`src/rtio_consts.svh`:
```
/*
  rtio_consts.svh: timing counts, field positions and reset values of the rtio block.
  assumes a 32.768 kHz oscillator clock that is sampled by the system clock.
*/
`ifndef RTIO_CONSTS_SVH
`define RTIO_CONSTS_SVH

// ============================================================
// oscillator and timing
`define RTIO_OSC_HZ        32768
`define RTIO_SAMPLE_US     15600
`define RTIO_SAMPLE_TICKS  ((`RTIO_SAMPLE_US * `RTIO_OSC_HZ + 999999) / 1000000)
`define RTIO_EDGE_US       7810
`define RTIO_EDGE_TICKS    ((`RTIO_EDGE_US * `RTIO_OSC_HZ + 999999) / 1000000)
`define RTIO_DEFER_MS      500
`define RTIO_DEFER_TICKS   ((`RTIO_DEFER_MS * `RTIO_OSC_HZ) / 1000)
`define RTIO_SEC_WRAP      15'h7FFF
`define RTIO_DIV_16HZ_BIT  10
`define RTIO_DIV_1HZ_BIT   14

// ============================================================
// field positions and limits
`define RTIO_MERIDIEM_BIT  6
`define RTIO_HOUR_MASK     8'h3F
`define RTIO_PM_OFFSET     7'd12
`define RTIO_HALF_MIN      8'h30
`define RTIO_FREQ_1HZ      5'h10

// ============================================================
// reset values of the time fields
`define RTIO_RST_YEAR      8'h00
`define RTIO_RST_MONTH     8'h01
`define RTIO_RST_DAY       8'h01
`define RTIO_RST_WDAY      3'h0
`define RTIO_RST_HOUR      8'h00
`define RTIO_RST_MIN       8'h00
`define RTIO_RST_SEC       8'h00

`endif

```
`src/rtio_pkg.sv`:
```
/*
  rtio_pkg.sv: types of the rtio block.
  assumes nothing beyond a SystemVerilog compiler.
*/
// ============================================================
// pin output modes
package rtio_pkg;
  typedef enum logic [2:0] {
    MODE_OFF   = 3'b000,
    MODE_ALARM = 3'b001,
    MODE_FREQ  = 3'b010,
    MODE_EDGE  = 3'b011,
    MODE_PER1  = 3'b100,
    MODE_PER2  = 3'b101,
    MODE_OSC   = 3'b110
  } rtio_mode_t;
endpackage : rtio_pkg

```
`src/rtio_core.sv`:
```
/*
  rtio_core.sv: supply-low flag, time write check and calendar, interrupt pin modes.
  assumes host controls come from logic on sys_clk_i; oscillator and comparator are pins.
*/
// Functional notes
// - supply is sampled once per second for a 15.6 ms window only
// - a low sample sets the flag and halts sampling; flag then holds
// - a host read of the flag resumes sampling; good sample clears it
// - year with a digit A to F is written as 00
// - bad month or day values are written as 01
// - weekday 7 becomes 0; bad hour in either mode becomes 00
// - bad minute becomes 00; bad second fixed at next carry, which carries
// - a day beyond the month length becomes the first of next month
// - both pins offer alarm, frequency, edge, periodic one; pin a more
// - alarm mode drives the pin low when weekday, hour, minute match
// - alarm low is released only by clearing the alarm enable
// - re-enabling the alarm during a match does not drive low
// - reprogramming during a match drives low at the next minute carry
// - frequency mode outputs the AND of the selected divider taps
// - edge mode goes low at the first minute carry after selection
// - edge mode stays low until its enable is cleared
// - minute event lasts 7.81 ms; re-enable inside it drives low again
// - periodic one gives a 50 percent one-minute wave from the first carry
// - periodic one disabled forces high; enabled again resumes low
// - periodic two pulses low at each carry; reads defer it up to 0.5 s
// - after power-on the power-on flag is set and pin a outputs 1 Hz until init
`include "rtio_consts.svh"

module rtio_core
  import rtio_pkg::*;
#(
  parameter int DEFER_TICKS = `RTIO_DEFER_TICKS
) (
  // clock and reset
  input  wire logic       sys_clk_i,
  input  wire logic       rst_n_i,
  // oscillator and supply comparator
  input  wire logic       osc_clk_i,
  input  wire logic       supply_below_i,
  output logic            supply_sample_o,
  // host control
  input  wire logic       init_i,
  input  wire logic       flag_read_i,
  input  wire logic       time_reading_i,
  input  wire logic       hour_24_i,
  input  wire logic       osc_out_enable_i,
  input  wire logic       pin_a_alarm_enable_i,
  input  wire logic       pin_a_minute_edge_enable_i,
  input  wire logic       pin_a_freq_enable_i,
  input  wire logic       pin_b_alarm_enable_i,
  input  wire logic       pin_b_minute_edge_enable_i,
  input  wire logic       pin_b_freq_enable_i,
  // alarm and frequency data
  input  wire logic [2:0] alarm_a_wday_i,
  input  wire logic [7:0] alarm_a_hour_i,
  input  wire logic [7:0] alarm_a_min_i,
  input  wire logic       alarm_a_load_i,
  input  wire logic [4:0] freq_a_sel_i,
  input  wire logic [2:0] alarm_b_wday_i,
  input  wire logic [7:0] alarm_b_hour_i,
  input  wire logic [7:0] alarm_b_min_i,
  input  wire logic       alarm_b_load_i,
  input  wire logic [4:0] freq_b_sel_i,
  // time write
  input  wire logic       wr_i,
  input  wire logic [7:0] wr_year_i,
  input  wire logic [7:0] wr_month_i,
  input  wire logic [7:0] wr_day_i,
  input  wire logic [2:0] wr_wday_i,
  input  wire logic [7:0] wr_hour_i,
  input  wire logic [7:0] wr_min_i,
  input  wire logic [7:0] wr_sec_i,
  // status and time
  output logic            supply_low_flag_o,
  output logic            power_on_flag_o,
  output logic [7:0]      time_year_o,
  output logic [7:0]      time_month_o,
  output logic [7:0]      time_day_o,
  output logic [2:0]      time_wday_o,
  output logic [7:0]      time_hour_o,
  output logic [7:0]      time_min_o,
  output logic [7:0]      time_sec_o,
  // open-drain interrupt pins
  input  wire logic       irq_out_a_i,
  output logic            irq_out_a_o,
  output logic            irq_out_a_oe_o,
  input  wire logic       irq_out_b_i,
  output logic            irq_out_b_o,
  output logic            irq_out_b_oe_o
);

  // ============================================================
  // helpers
  function automatic logic nib_bad(input logic [7:0] v);
    return (v[3:0] > 4'h9) || (v[7:4] > 4'h9);
  endfunction : nib_bad

  function automatic logic [6:0] bcd2bin(input logic [7:0] v);
    return 7'(7'(v[7:4]) * 7'd10) + {3'b000, v[3:0]};
  endfunction : bcd2bin

  function automatic logic [7:0] bin2bcd(input logic [6:0] b);
    logic [6:0] t;
    t = b / 7'd10;
    return {t[3:0], 4'(b - 7'(t * 7'd10))};
  endfunction : bin2bcd

  function automatic logic [7:0] bcd_inc(input logic [7:0] v);
    return (v[3:0] == 4'h9) ? {v[7:4] + 4'h1, 4'h0} : {v[7:4], v[3:0] + 4'h1};
  endfunction : bcd_inc

  function automatic logic [7:0] month_len(input logic [7:0] m, input logic [7:0] y);
    logic [6:0] yb;
    yb = bcd2bin(y);
    case (m)
      8'h02:                      month_len = (yb[1:0] == 2'b00) ? 8'h29 : 8'h28;
      8'h04, 8'h06, 8'h09, 8'h11: month_len = 8'h30;
      default:                    month_len = 8'h31;
    endcase
  endfunction : month_len

  function automatic rtio_mode_t pin_mode(input logic ae, input logic me, input logic fe,
                                          input logic osc, input logic two);
    if (osc) begin
      return MODE_OSC;
    end
    case ({fe, me})
      2'b10:   return MODE_FREQ;
      2'b01:   return MODE_EDGE;
      2'b11:   return (two && ae) ? MODE_PER2 : MODE_PER1;
      default: return ae ? MODE_ALARM : MODE_OFF;
    endcase
  endfunction : pin_mode

  // ============================================================
  // pin synchronisers and oscillator divider
  logic [2:0]  osc_sync_ff;
  logic [1:0]  below_sync_ff;
  logic [14:0] div_ff;
  logic        tick;
  logic        sec_tick;

  always_ff @(posedge sys_clk_i or negedge rst_n_i) begin
    if (!rst_n_i) begin
      osc_sync_ff   <= 3'h0;
      below_sync_ff <= 2'h0;
    end else begin
      osc_sync_ff   <= {osc_sync_ff[1:0], osc_clk_i};
      below_sync_ff <= {below_sync_ff[0], supply_below_i};
    end
  end

  assign tick     = osc_sync_ff[1] & ~osc_sync_ff[2];
  assign sec_tick = tick & (div_ff == `RTIO_SEC_WRAP);

  always_ff @(posedge sys_clk_i or negedge rst_n_i) begin
    if (!rst_n_i) begin
      div_ff <= 15'h0000;
    end else if (tick) begin
      div_ff <= div_ff + 15'h0001;
    end
  end

  // ============================================================
  // supply-low monitor
  logic halt_ff;
  logic low_flag_ff;
  logic samp_end;

  assign samp_end = tick & ~halt_ff & (div_ff == 15'(`RTIO_SAMPLE_TICKS - 1));

  always_ff @(posedge sys_clk_i or negedge rst_n_i) begin
    if (!rst_n_i) begin
      supply_sample_o <= 1'b0;
      halt_ff         <= 1'b0;
      low_flag_ff     <= 1'b0;
    end else begin
      supply_sample_o <= ~halt_ff & (div_ff < 15'(`RTIO_SAMPLE_TICKS));
      if (samp_end && below_sync_ff[1]) begin
        low_flag_ff <= 1'b1;
        halt_ff     <= 1'b1;
      end else begin
        if (samp_end) begin
          low_flag_ff <= 1'b0;
        end
        if (flag_read_i) begin
          halt_ff <= 1'b0;
        end
      end
    end
  end

  assign supply_low_flag_o = low_flag_ff;

  // ============================================================
  // write check
  logic [7:0] w_year;
  logic [7:0] w_month;
  logic [7:0] w_day;
  logic [2:0] w_wday;
  logic [7:0] w_hour;
  logic [7:0] w_min;
  logic [7:0] hraw;

  always_comb begin
    hraw    = wr_hour_i & `RTIO_HOUR_MASK;
    w_year  = nib_bad(wr_year_i) ? `RTIO_RST_YEAR : wr_year_i;
    w_month = (nib_bad(wr_month_i) || wr_month_i == 8'h00 || wr_month_i > 8'h12)
              ? `RTIO_RST_MONTH : wr_month_i;
    w_day   = (nib_bad(wr_day_i) || wr_day_i == 8'h00 || wr_day_i > 8'h31)
              ? `RTIO_RST_DAY : wr_day_i;
    w_wday  = (wr_wday_i == 3'd7) ? `RTIO_RST_WDAY : wr_wday_i;
    w_min   = (nib_bad(wr_min_i) || wr_min_i > 8'h59) ? `RTIO_RST_MIN : wr_min_i;
    if (nib_bad(hraw) || (hour_24_i ? (hraw > 8'h23) : (hraw > 8'h11))) begin
      w_hour = `RTIO_RST_HOUR;
    end else if (!hour_24_i && wr_hour_i[`RTIO_MERIDIEM_BIT]) begin
      w_hour = bin2bcd(bcd2bin(hraw) + `RTIO_PM_OFFSET);
    end else begin
      w_hour = hraw;
    end
    if (w_day > month_len(w_month, w_year)) begin
      w_day   = `RTIO_RST_DAY;
      w_month = bcd_inc(w_month);
    end
  end

  // ============================================================
  // second carry with read deferral and calendar
  logic        pend_ff;
  logic [14:0] defer_cnt_ff;
  logic        sec_go;
  logic        min_carry;
  logic        hour_carry;
  logic        day_carry;
  logic        mon_carry;

  assign sec_go     = (sec_tick | pend_ff) &
                      (~time_reading_i | (defer_cnt_ff == 15'(DEFER_TICKS)));
  assign min_carry  = sec_go & (nib_bad(time_sec_o) || time_sec_o >= 8'h59);
  assign hour_carry = min_carry & (time_min_o == 8'h59);
  assign day_carry  = hour_carry & (time_hour_o == 8'h23);
  assign mon_carry  = day_carry & (time_day_o >= month_len(time_month_o, time_year_o));

  always_ff @(posedge sys_clk_i or negedge rst_n_i) begin
    if (!rst_n_i) begin
      pend_ff      <= 1'b0;
      defer_cnt_ff <= 15'h0000;
    end else begin
      if (sec_go) begin
        pend_ff <= 1'b0;
      end else if (sec_tick) begin
        pend_ff <= 1'b1;
      end
      if (!pend_ff) begin
        defer_cnt_ff <= 15'h0000;
      end else if (tick) begin
        defer_cnt_ff <= defer_cnt_ff + 15'h0001;
      end
    end
  end

  always_ff @(posedge sys_clk_i or negedge rst_n_i) begin
    if (!rst_n_i) begin
      time_year_o  <= `RTIO_RST_YEAR;
      time_month_o <= `RTIO_RST_MONTH;
      time_day_o   <= `RTIO_RST_DAY;
      time_wday_o  <= `RTIO_RST_WDAY;
      time_hour_o  <= `RTIO_RST_HOUR;
      time_min_o   <= `RTIO_RST_MIN;
      time_sec_o   <= `RTIO_RST_SEC;
    end else if (init_i) begin
      time_year_o  <= `RTIO_RST_YEAR;
      time_month_o <= `RTIO_RST_MONTH;
      time_day_o   <= `RTIO_RST_DAY;
      time_wday_o  <= `RTIO_RST_WDAY;
      time_hour_o  <= `RTIO_RST_HOUR;
      time_min_o   <= `RTIO_RST_MIN;
      time_sec_o   <= `RTIO_RST_SEC;
    end else if (wr_i) begin
      time_year_o  <= w_year;
      time_month_o <= w_month;
      time_day_o   <= w_day;
      time_wday_o  <= w_wday;
      time_hour_o  <= w_hour;
      time_min_o   <= w_min;
      time_sec_o   <= wr_sec_i;
    end else if (sec_go) begin
      time_sec_o <= min_carry ? `RTIO_RST_SEC : bcd_inc(time_sec_o);
      if (min_carry) begin
        time_min_o <= hour_carry ? `RTIO_RST_MIN : bcd_inc(time_min_o);
      end
      if (hour_carry) begin
        time_hour_o <= day_carry ? `RTIO_RST_HOUR : bcd_inc(time_hour_o);
      end
      if (day_carry) begin
        time_wday_o <= (time_wday_o == 3'd6) ? `RTIO_RST_WDAY : time_wday_o + 3'd1;
        time_day_o  <= mon_carry ? `RTIO_RST_DAY : bcd_inc(time_day_o);
      end
      if (mon_carry) begin
        time_month_o <= (time_month_o == 8'h12) ? `RTIO_RST_MONTH : bcd_inc(time_month_o);
        if (time_month_o == 8'h12) begin
          time_year_o <= (time_year_o == 8'h99) ? `RTIO_RST_YEAR : bcd_inc(time_year_o);
        end
      end
    end
  end

  // ============================================================
  // power-on flag and minute event window
  logic       por_ff;
  logic       win_ff;
  logic [8:0] edge_cnt_ff;

  always_ff @(posedge sys_clk_i or negedge rst_n_i) begin
    if (!rst_n_i) begin
      por_ff <= 1'b1;
    end else if (init_i) begin
      por_ff <= 1'b0;
    end
  end

  assign power_on_flag_o = por_ff;

  always_ff @(posedge sys_clk_i or negedge rst_n_i) begin
    if (!rst_n_i) begin
      win_ff      <= 1'b0;
      edge_cnt_ff <= 9'h000;
    end else if (min_carry) begin
      win_ff      <= 1'b1;
      edge_cnt_ff <= 9'h000;
    end else if (win_ff && tick) begin
      edge_cnt_ff <= edge_cnt_ff + 9'h001;
      if (edge_cnt_ff == 9'(`RTIO_EDGE_TICKS - 1)) begin
        win_ff <= 1'b0;
      end
    end
  end

  // ============================================================
  // interrupt pins
  logic [1:0] ae;
  logic [1:0] ld;
  logic [4:0] fsel [2];
  logic [2:0] al_wday [2];
  logic [7:0] al_hour [2];
  logic [7:0] al_min [2];
  rtio_mode_t mode [2];
  logic [1:0] match;
  logic [1:0] freq_lvl;
  logic [1:0] drive;
  logic [1:0] match_prev_ff;
  logic [1:0] al_low_ff;
  logic [1:0] rearm_ff;
  logic [1:0] edge_low_ff;
  logic [1:0] per1_run_ff;
  logic [1:0] oe_ff;

  assign ae         = {pin_b_alarm_enable_i, pin_a_alarm_enable_i};
  assign ld         = {alarm_b_load_i, alarm_a_load_i};
  assign fsel[0]    = por_ff ? `RTIO_FREQ_1HZ : freq_a_sel_i;
  assign fsel[1]    = freq_b_sel_i;
  assign al_wday[0] = alarm_a_wday_i;
  assign al_wday[1] = alarm_b_wday_i;
  assign al_hour[0] = alarm_a_hour_i;
  assign al_hour[1] = alarm_b_hour_i;
  assign al_min[0]  = alarm_a_min_i;
  assign al_min[1]  = alarm_b_min_i;
  assign mode[0]    = por_ff ? MODE_FREQ :
                      pin_mode(pin_a_alarm_enable_i, pin_a_minute_edge_enable_i,
                               pin_a_freq_enable_i, osc_out_enable_i, 1'b1);
  assign mode[1]    = pin_mode(pin_b_alarm_enable_i, pin_b_minute_edge_enable_i,
                               pin_b_freq_enable_i, 1'b0, 1'b0);

  always_comb begin
    for (int i = 0; i < 2; i++) begin
      match[i]    = (time_wday_o == al_wday[i]) && (time_hour_o == al_hour[i]) &&
                    (time_min_o == al_min[i]);
      freq_lvl[i] = &(div_ff[`RTIO_DIV_1HZ_BIT:`RTIO_DIV_16HZ_BIT] | ~fsel[i]);
      case (mode[i])
        MODE_ALARM: drive[i] = al_low_ff[i];
        MODE_FREQ:  drive[i] = ~freq_lvl[i];
        MODE_EDGE:  drive[i] = edge_low_ff[i];
        MODE_PER1:  drive[i] = per1_run_ff[i] & (time_sec_o < `RTIO_HALF_MIN);
        MODE_PER2:  drive[i] = win_ff;
        MODE_OSC:   drive[i] = ~osc_sync_ff[2];
        default:    drive[i] = 1'b0;
      endcase
    end
  end

  always_ff @(posedge sys_clk_i or negedge rst_n_i) begin
    if (!rst_n_i) begin
      match_prev_ff <= 2'b00;
      al_low_ff     <= 2'b00;
      rearm_ff      <= 2'b00;
      edge_low_ff   <= 2'b00;
      per1_run_ff   <= 2'b00;
      oe_ff         <= 2'b00;
    end else begin
      match_prev_ff <= match;
      oe_ff         <= drive;
      for (int i = 0; i < 2; i++) begin
        if (!ae[i]) begin
          al_low_ff[i] <= 1'b0;
        end else if (mode[i] == MODE_ALARM &&
                     ((match[i] && !match_prev_ff[i]) || (rearm_ff[i] && min_carry))) begin
          al_low_ff[i] <= 1'b1;
        end
        if (ld[i] && ae[i] && match[i]) begin
          rearm_ff[i] <= 1'b1;
        end else if (min_carry) begin
          rearm_ff[i] <= 1'b0;
        end
        edge_low_ff[i] <= (mode[i] == MODE_EDGE) & (edge_low_ff[i] | win_ff);
        if (mode[i] == MODE_PER1 && min_carry) begin
          per1_run_ff[i] <= 1'b1;
        end else if (mode[i] != MODE_PER1 && mode[i] != MODE_OFF) begin
          per1_run_ff[i] <= 1'b0;
        end
      end
    end
  end

  assign irq_out_a_o    = 1'b0;
  assign irq_out_b_o    = 1'b0;
  assign irq_out_a_oe_o = oe_ff[0];
  assign irq_out_b_oe_o = oe_ff[1];
endmodule : rtio_core

```
`config.mk`:
```
export PLATFORM = sky130hd
export DESIGN_NAME = rtio_core
export DESIGN_NICKNAME = d
export VERILOG_FILES = /design/src/rtio_pkg.sv /design/src/rtio_core.sv
export VERILOG_INCLUDE_DIRS = /design/src
export SDC_FILE = /design/constraint.sdc
export NUM_CORES = 1
export LEC_CHECK = 0
export ABC_AREA = 1
export BUFFER_PORTS_ARGS = -buffer_cell sky130_fd_sc_hd__buf_2
export CAP_MARGIN = 20
export CORE_MARGIN = 2
export CORE_UTILIZATION = 45
export CTS_CLUSTER_DIAMETER = 60
export DETAILED_ROUTE_END_ITERATION = 7
export GPL_ROUTABILITY_DRIVEN = 0
export GPL_TIMING_DRIVEN = 0
export PLACE_DENSITY = 0.7
export RECOVER_POWER = 50
export SLEW_MARGIN = 20
export SYNTH_ARGS = -nofsm -noshare
export SYNTH_HDL_FRONTEND = slang
export SYNTH_SLANG_ARGS = --single-unit
```
`constraint.sdc`:
```
create_clock -name sys_clk_i -period 2.6 [get_ports sys_clk_i]
set_input_delay 0.13 -clock sys_clk_i [delete_from_list [all_inputs] [get_ports sys_clk_i]]
set_output_delay 0.13 -clock sys_clk_i [all_outputs]
set_load 0.02 [all_outputs]
```
==> results of run 1 <==
-- where the power goes --
part	total, mW	leakage [nW]	internal [mW]	switching [mW]
clock network	2.34	0.288	1.50	0.849
registers	2.06	1.49	1.91	0.159
logic	1.42	3.68	0.585	0.834
-- routing by layer --
| metal | vias to the layer above | share of wire (%) |
|---|---|---|
| met1 | 3899 | 44 |
| met2 | 255 | 48 |
| met3 | 37 | 5.1 |
| met4 | 0 | 2.2 |
| met5 | - | 0 |
| li1 | 4283 | - |
-- through the flow --
step | std cells | util [%] | TNS (ps)
finish | 1648 | 59.1 | -743
CTS | 1634 | 58.1 | -585
detailed placement | 1577 | 53.5 | -8210
floorplan | 1177 | - | -1040
global placement | 1576 | 53.3 | -14290
global route | 1648 | 59.1 | -4750
-- cell type report --
type                       instances  area share, %
inverter                         173           6.23
tap                              229           2.67
buffer                            24           1.11
multi-input combinational        868           47.0
timing repair buffer             209           11.0
clock inverter                    15           1.58
clock buffer                      17           3.97
sequential                       113           26.4
-- worst reg2reg max path: cells and delay by family (launching register included) --
kind | cells | cell delay (ps)
simple gates | 10 | 1110
fa+ha+maj | 2 | 470
flops | 1 | 420
buf+inv | 3 | 210
compound gates | 2 | 120
-- kinds of logic after synthesis --
| logic type | count (synthesis) |
|---|---|
| DFF | 113 |
| adders and majority gates | 51 |
| and+or+nand+nor | 558 |
| xor gates and xnor gates | 63 |
| AOI/OAI and AO/OA | 190 |
| other | 2 |
| buffers and inverters | 197 |
-- cell usage after synthesis, drive strengths merged --
library cell,instances
a211o,1
a21boi,1
a21oi,45
a22o,4
a22oi,2
a31oi,11
a32o,1
a32oi,3
buf,9
clkbuf,15
clkinv,1
conb,2
dfrtp,110
dfstp,3
fa,2
ha,49
inv,172
nand2,287
nand2b,1
nand3,101
nand3b,1
nand4,20
nor2,110
nor3,23
nor3b,1
nor4,7
o2111ai,1
o211ai,2
o21a,2
o21ai,105
o221a,1
o221ai,1
o22ai,5
o31ai,4
o32ai,1
or2,7
xnor2,28
xor2,35
-- flip-flops by register name, summed over array words and instances, names as in the netlist, 8 cells and up --
register	cells
time_sec_o	8
div_ff	15
time_day_o	8
time_month_o	8
time_hour_o	8
edge_cnt_ff	9
time_year_o	8
time_min_o	8
defer_cnt_ff	15
-- timing repair --
action	CTS	global route
hold buffers	7	0
endpoints found under the hold margin	42	0
setup endpoints to repair	26	27
gates cloned	0	1
pin swaps	19	12
setup buffers	18	14
gates resized for setup	14	30
-- worst min path at each step --
stage | startpoint | end | cells after the start
6_report | wr_sec_i[2] | time_sec_o[2] | 3
5_1_grt | wr_sec_i[2] | time_sec_o[2] | 3
4_1_cts | wr_sec_i[0] | time_sec_o[0] | 3
3_5_place_dp | rst_n_i | div_ff[8] | 1
3_3_place_gp | supply_below_i | below_sync_ff[0] | 1
2_1_floorplan | rst_n_i | al_low_ff[0] | 0
==> run_results.csv, run 1 <==
group,metric,value,unit
timing,period_needed,2900,ps
timing,worst_hold_slack,27.4,ps
timing,finalMaxSlewViolations,37,
timing,max_freq,345,MHz
global_routing,grt_use_met1,31.7,%
power_and_ir_drop,ir_drop,515,uV
setup_path,timing.rr.start,"time_month_o[4]",
final_layout,final_common_cell,"nand2_1",
placement,dp.final_hpwl,17800,um
power_and_ir_drop,p_per_area,544,mW/mm2
global_routing,gr-usage-met2,40.5,%
die,rows,49,
setup_path,path_depth,24,
timing,max_slew.worst_pin.slew,2070,ps
setup_path,crit_start,"wr_hour_i[5]",
setup_path,critPathKind,"in -> reg",
drt,drc,0,
clock_tree,cts_root_buf,"clkbuf_16",
setup_path,worst_setup_path_end_kind,"flop",
setup_path,crit_slowest_cell,"fa_2",
final_layout,final_area,0.0107,mm2
clock_tree,clk_latency,420,ps
final_layout,multi_input_area,0.00504,mm2
die,initial_core_util,46.3,%
clock_tree,cts_inserted_buffers,17,
global_routing,grt_max_degree,78,
placement,io_buffers,170,
placement,placed_cell_area,0.00970,mm2
clock_tree,cts_buffer_depth,2,
final_layout,finalNetCount,1576,
synthesis,yosysTopAreaCell,"dfrtp_1",
die,ios,177,
synthesis,synth_top_cell_area_share,32.7,%
drt,post_drt_wl_per_cell,14.6,um
clock_tree,clkTransAtPathRegs,50,ps
hold_path,hold_class,"in -> reg",
setup_path,cp_max_fo,3,
placement,pre_cts_slack,-963,ps
setup_path,cp-endpoint,"time_hour_o[2]",
setup_path,reg2regPathDepth,17,
synthesis,synth_area,0.00841,mm2
synthesis,synthCells,1174,
die,core-area,0.0181,mm2
drt,vias,8474,
synthesis,synth-simple-area-share,29.6,%
setup_path,r2r_setup_slack,160,ps
synthesis,synth.area.top_cells,"dfrtp_1, nand2_1, inv_1, ha_1, nand3_1",
setup_path,crit_path_start_kind,"input pin",
power_and_ir_drop,power,5.83,mW
synthesis,postSynthAreaPerCell,7.16,um2
synthesis,muxShareOfSynthArea,0,%
synthesis,synth-seq-cells,113,
outcome,violations,"capacitance limit, slew limit, setup timing",
setup_path,cp.required,2950,ps
setup_path,slowest_delay,500,ps
synthesis,synth_top_family_by_area,"simple AND/OR/NAND/NOR gates",
drt,drt_iter0_drc,588,
die,die_h,141,um
synthesis,synthDistinctLibCells,54,
die,die_w,141,um
global_routing,antenna_found_initial,0,
synthesis,synth_compound_area_share,13.1,%
synthesis,synthAdderAreaFrac,7.77,%
global_routing,grt_overflow_total,0,
synthesis,yosys_warnings,0,
final_layout,nFillCells,1677,
setup_path,r2r_end,"time_year_o[2]",
setup_path,critical_path_arrival,3260,ps
clock_tree,cts.sinks,113,
timing,timing.final.crit_share,112,%
timing,setup_viol,3,
die,die_area,0.0198,mm2
setup_path,path_cells,"buf_8 -> inv_6 -> ha_4 -> inv_2 -> ha_4 -> fa_2 -> buf_4 -> o21ai_4 -> nand2_2 -> nand2_2 -> inv_2 -> ha_4 -> nand2_2 -> nand2_2 -> nand2_2 -> ha_4 -> inv_2 -> fa_2 -> nand2_1 -> o21ai_1 -> nand3_1 -> a21oi_1 -> nand2_1 -> nand2_1",
setup_path,crit_top_cell,"nand2_2",
final_layout,seqCellArea,0.00283,mm2
drt,drtPass1Iterations,5,
drt,drt_wl_total,24000,um
clock_tree,htreeDepth,4,
final_layout,diodes,0,
synthesis,yosysSeqAreaShare,33.7,%
power_and_ir_drop,power_leakage,5.46,nW
setup_path,crit_buf_inv,6,
flow_run,cap_violations,1,
outcome,status,"finished, violations left",
timing,rsz0062_at_grt,"yes",
timing,setup_slack,-303,ps
timing,hold_viol,0,
final_layout,drive_above_1_share,22.9,%
drt,viasPerCell,5.14,
synthesis,synth_xor_area_share,6.56,%
global_routing,met3_usage,3.80,%
global_routing,grt_use_total,24.2,%
clock_tree,cts_tree,"done",
setup_path,path_delay_family,"adder cells",
final_layout,final_cell_mix,"nand2_1, inv_1, buf_2",
global_routing,grt_pass1_wl,38400,um
timing,finClkSkew,8.38,ps
global_routing,grt_busiest_layer,"met2",
drt,drtAntennaViolNets,0,
final_layout,areaGrowthSynthToFinish,27.5,%
global_routing,grt_pass1_vias,7806,
timing,slew_headroom,-37.8,%
Power figures use the tool's default switching activity.
==> run 2: changes to the inputs <==
--- a/config.mk
+++ b/config.mk
@@ -6,7 +6,7 @@
 export SDC_FILE = /design/constraint.sdc
 export NUM_CORES = 1
 export LEC_CHECK = 0
-export ABC_AREA = 1
+export ABC_AREA = 0
 export BUFFER_PORTS_ARGS = -buffer_cell sky130_fd_sc_hd__buf_2
 export CAP_MARGIN = 20
 export CORE_MARGIN = 2
@@ -15,7 +15,7 @@
 export DETAILED_ROUTE_END_ITERATION = 7
 export GPL_ROUTABILITY_DRIVEN = 0
 export GPL_TIMING_DRIVEN = 0
-export PLACE_DENSITY = 0.7
+export PLACE_DENSITY = 0.71
 export RECOVER_POWER = 50
 export SLEW_MARGIN = 20
 export SYNTH_ARGS = -nofsm -noshare
==> run_results.csv, run 2 <==
group,metric,value,unit
timing,setup_slack,-695,ps
final_layout,drive_above_1_share,30.2,%
die,rows,49,
synthesis,synth.most_common_cell,"dfrtp_1",
final_layout,final_area,0.0113,mm2
setup_path,path_delay_family,"adder cells",
final_layout,top_regs,"defer_cnt_ff (15), div_ff (15), edge_cnt_ff (9)",
power_and_ir_drop,power,5.76,mW
timing,hold_viol,0,
timing,finClkSkew,10.2,ps
synthesis,synth_top_cell_area_share,33.3,%
die,die_h,140,um
global_routing,grt_use_total,26.0,%
clock_tree,cts.sinks,113,
synthesis,synthCells,950,
placement,pre_cts_slack,-1660,ps
global_routing,grt_pass1_vias,8118,
clock_tree,clkTransAtPathRegs,60,ps
clock_tree,clk_latency,440,ps
timing,fin_tns_setup,-7200,ps
setup_path,worst_setup_path_end_kind,"flop",
timing,setup_viol,27,
setup_path,path_cells,"buf_12 -> inv_12 -> ha_4 -> inv_2 -> ha_4 -> fa_2 -> nor2b_1 -> o21ai_0 -> a21oi_1 -> a311oi_2 -> ha_1 -> nand2b_1 -> and4_1 -> o21ai_1 -> o211ai_1 -> ha_2 -> inv_2 -> fa_2 -> a21oi_2 -> o21a_1 -> a211oi_2",
global_routing,antenna_found_initial,1,
final_layout,nFillCells,1528,
power_and_ir_drop,p_per_area,512,mW/mm2
timing,slew_headroom,-41.2,%
drt,vias,8345,
clock_tree,cts_buffer_depth,2,
synthesis,synthDistinctLibCells,84,
synthesis,synth.area.top_cells,"dfrtp_1, ha_1, xor2_1, nand2_1, a21oi_1",
timing,period_needed,3300,ps
synthesis,synth.top_cells.by_count,"dfrtp_1, nand2_1, inv_1",
synthesis,yosysSeqAreaShare,34.2,%
setup_path,crit_slowest_cell,"fa_2",
timing,max_freq,303,MHz
timing,max_slew.worst_pin.slew,2120,ps
clock_tree,cts_tree,"done",
timing,rsz0062_at_grt,"yes",
drt,drc,0,
final_layout,final_cell_mix,"buf_2, dfrtp_1, nand2_1",
final_layout,finalNetCount,1382,
synthesis,synth_compound_area_share,18.9,%
synthesis,synth_top_family_by_area,"simple AND/OR/NAND/NOR gates",
synthesis,muxShareOfSynthArea,2.10,%
synthesis,synth-seq-cells,113,
setup_path,crit_buf_inv,4,
final_layout,multi_input_area,0.00548,mm2
clock_tree,cts_root_buf,"clkbuf_16",
final_layout,final_common_cell,"buf_2",
setup_path,critical_path_arrival,3640,ps
timing,timing.final.crit_share,127,%
final_layout,areaGrowthSynthToFinish,36.1,%
die,core-area,0.0180,mm2
global_routing,grt_pass1_wl,40700,um
global_routing,grt_overflow_total,0,
clock_tree,cts_inserted_buffers,17,
flow_run,cap_violations,1,
hold_path,hold_class,"in -> reg",
synthesis,synth-simple-area-share,23.4,%
setup_path,cp.required,2950,ps
placement,io_buffers,170,
outcome,status,"finished, violations left",
power_and_ir_drop,ir_drop,442,uV
synthesis,synth_xor_area_share,8.16,%
final_layout,seqCellArea,0.00284,mm2
synthesis,synth_area,0.00827,mm2
outcome,violations,"capacitance limit, slew limit, setup timing",
drt,drtAntennaViolNets,0,
synthesis,async_flop_share,100,%
setup_path,cp_max_fo,4,
drt,drtPass1Iterations,7,
synthesis,synth-edff-count,0,
timing,finalMaxSlewViolations,35,
synthesis,postSynthAreaPerCell,8.70,um2
placement,dp.final_hpwl,17900,um
drt,drt_wl_total,25800,um
die,ios,177,
placement,placed_cell_area,0.00968,mm2
clock_tree,htreeDepth,4,
setup_path,critPathKind,"in -> reg",
global_routing,grt_max_degree,80,
synthesis,synthAdderAreaFrac,7.90,%
die,die_w,140,um
die,die_area,0.0195,mm2
drt,viasPerCell,5.74,
timing,worst_hold_slack,33.1,ps
die,initial_core_util,45.9,%
drt,post_drt_wl_per_cell,17.7,um
setup_path,slowest_delay,530,ps
drt,drt_iter0_drc,587,
setup_path,crit_path_start_kind,"input pin",
synthesis,yosys_warnings,0,
synthesis,synth_ff_type,"dfrtp_1",
synthesis,yosysTopAreaCell,"dfrtp_1",
power_and_ir_drop,power_leakage,5.17,nW
[run 2: cell count changes after synthesis, sizes merged, moves of 11 or more]
| cell | delta |
|---|---|
| nand2 | -216 |
| inv | -111 |
| nand3 | -60 |
| o21ai | -55 |
| nor2 | -50 |
| and2 | +20 |
| xor2 | +17 |
| clkbuf | +16 |
| a211oi | +15 |
| mux2i | +14 |
| nor2b | +14 |
| nor4 | +13 |
| a311oi | +11 |
| or3 | +11 |
[run 2: worst paths after layout]
path                             startpoint          endpoint  slack, ps  depth (start not counted)
max                            wr_hour_i[2]    time_hour_o[2]       -700                         21
max in group asynchronous           rst_n_i     time_min_o[0]        320                          3
min                             wr_day_i[3]     time_day_o[3]         30                          3
min in group asynchronous           rst_n_i   defer_cnt_ff[8]        850                          2
max reg2reg                 time_month_o[4]     time_day_o[1]       -450                         13
min reg2reg                below_sync_ff[0]  below_sync_ff[1]        350                          0
[run 2: logic make-up after synthesis]
kind of cell,count (synthesis)
simple gates,356
compound gates,226
flops,113
buf+inv,108
xor+xnor,77
fa+ha+maj,51
mux,17
other cells,2
[run 2: what timing repair did]
item                                    in CTS  in global routing
endpoints found under the setup margin      48                 40
cloned                                       0                  0
hold endpoints to repair                    56                  0
buffers inserted                            33                 22
pin swaps                                   40                 31
gates resized for setup                     65                 43
hold buffers                                23                  0
[run 2: where the power goes]
part	total, mW	internal (mW)	leakage, nW	switching (mW)
clock	2.46	1.58	0.295	0.879
combinational	1.21	0.544	3.40	0.666
sequential	2.09	1.92	1.47	0.173
[run 2: routing by layer]
metal,wire length [um],vias to the layer above,global-route usage [%]
li1,-,3991,-
met1,11100,4018,34.2
met2,12600,284,42.8
met3,1470,52,5.26
met4,584,0,9.47
met5,0,-,0
[run 2: cell type report]
class / count / share of cell area (%)
multi-input cells: 732 / 48.7
flip-flops and latches: 113 / 25.3
repair buffers: 247 / 13.9
clock buffers: 20 / 4.15
well taps: 229 / 2.55
inverters: 62 / 2.25
plain buffers: 39 / 1.79
clock inverters: 12 / 1.39
diodes: 1 / 0.0222
[run 2: metrics by stage]
step                util [%]  instances
detailed placement      53.7       1353
finish                  62.4       1455
CTS                     60.9       1435
floorplan                  -        953
global route            62.4       1455
global placement        53.5       1352
[run 2: worst min-delay path: stages]
cell	delay, ps
buf_2	120
nand3_1	80
a311oi_1	90
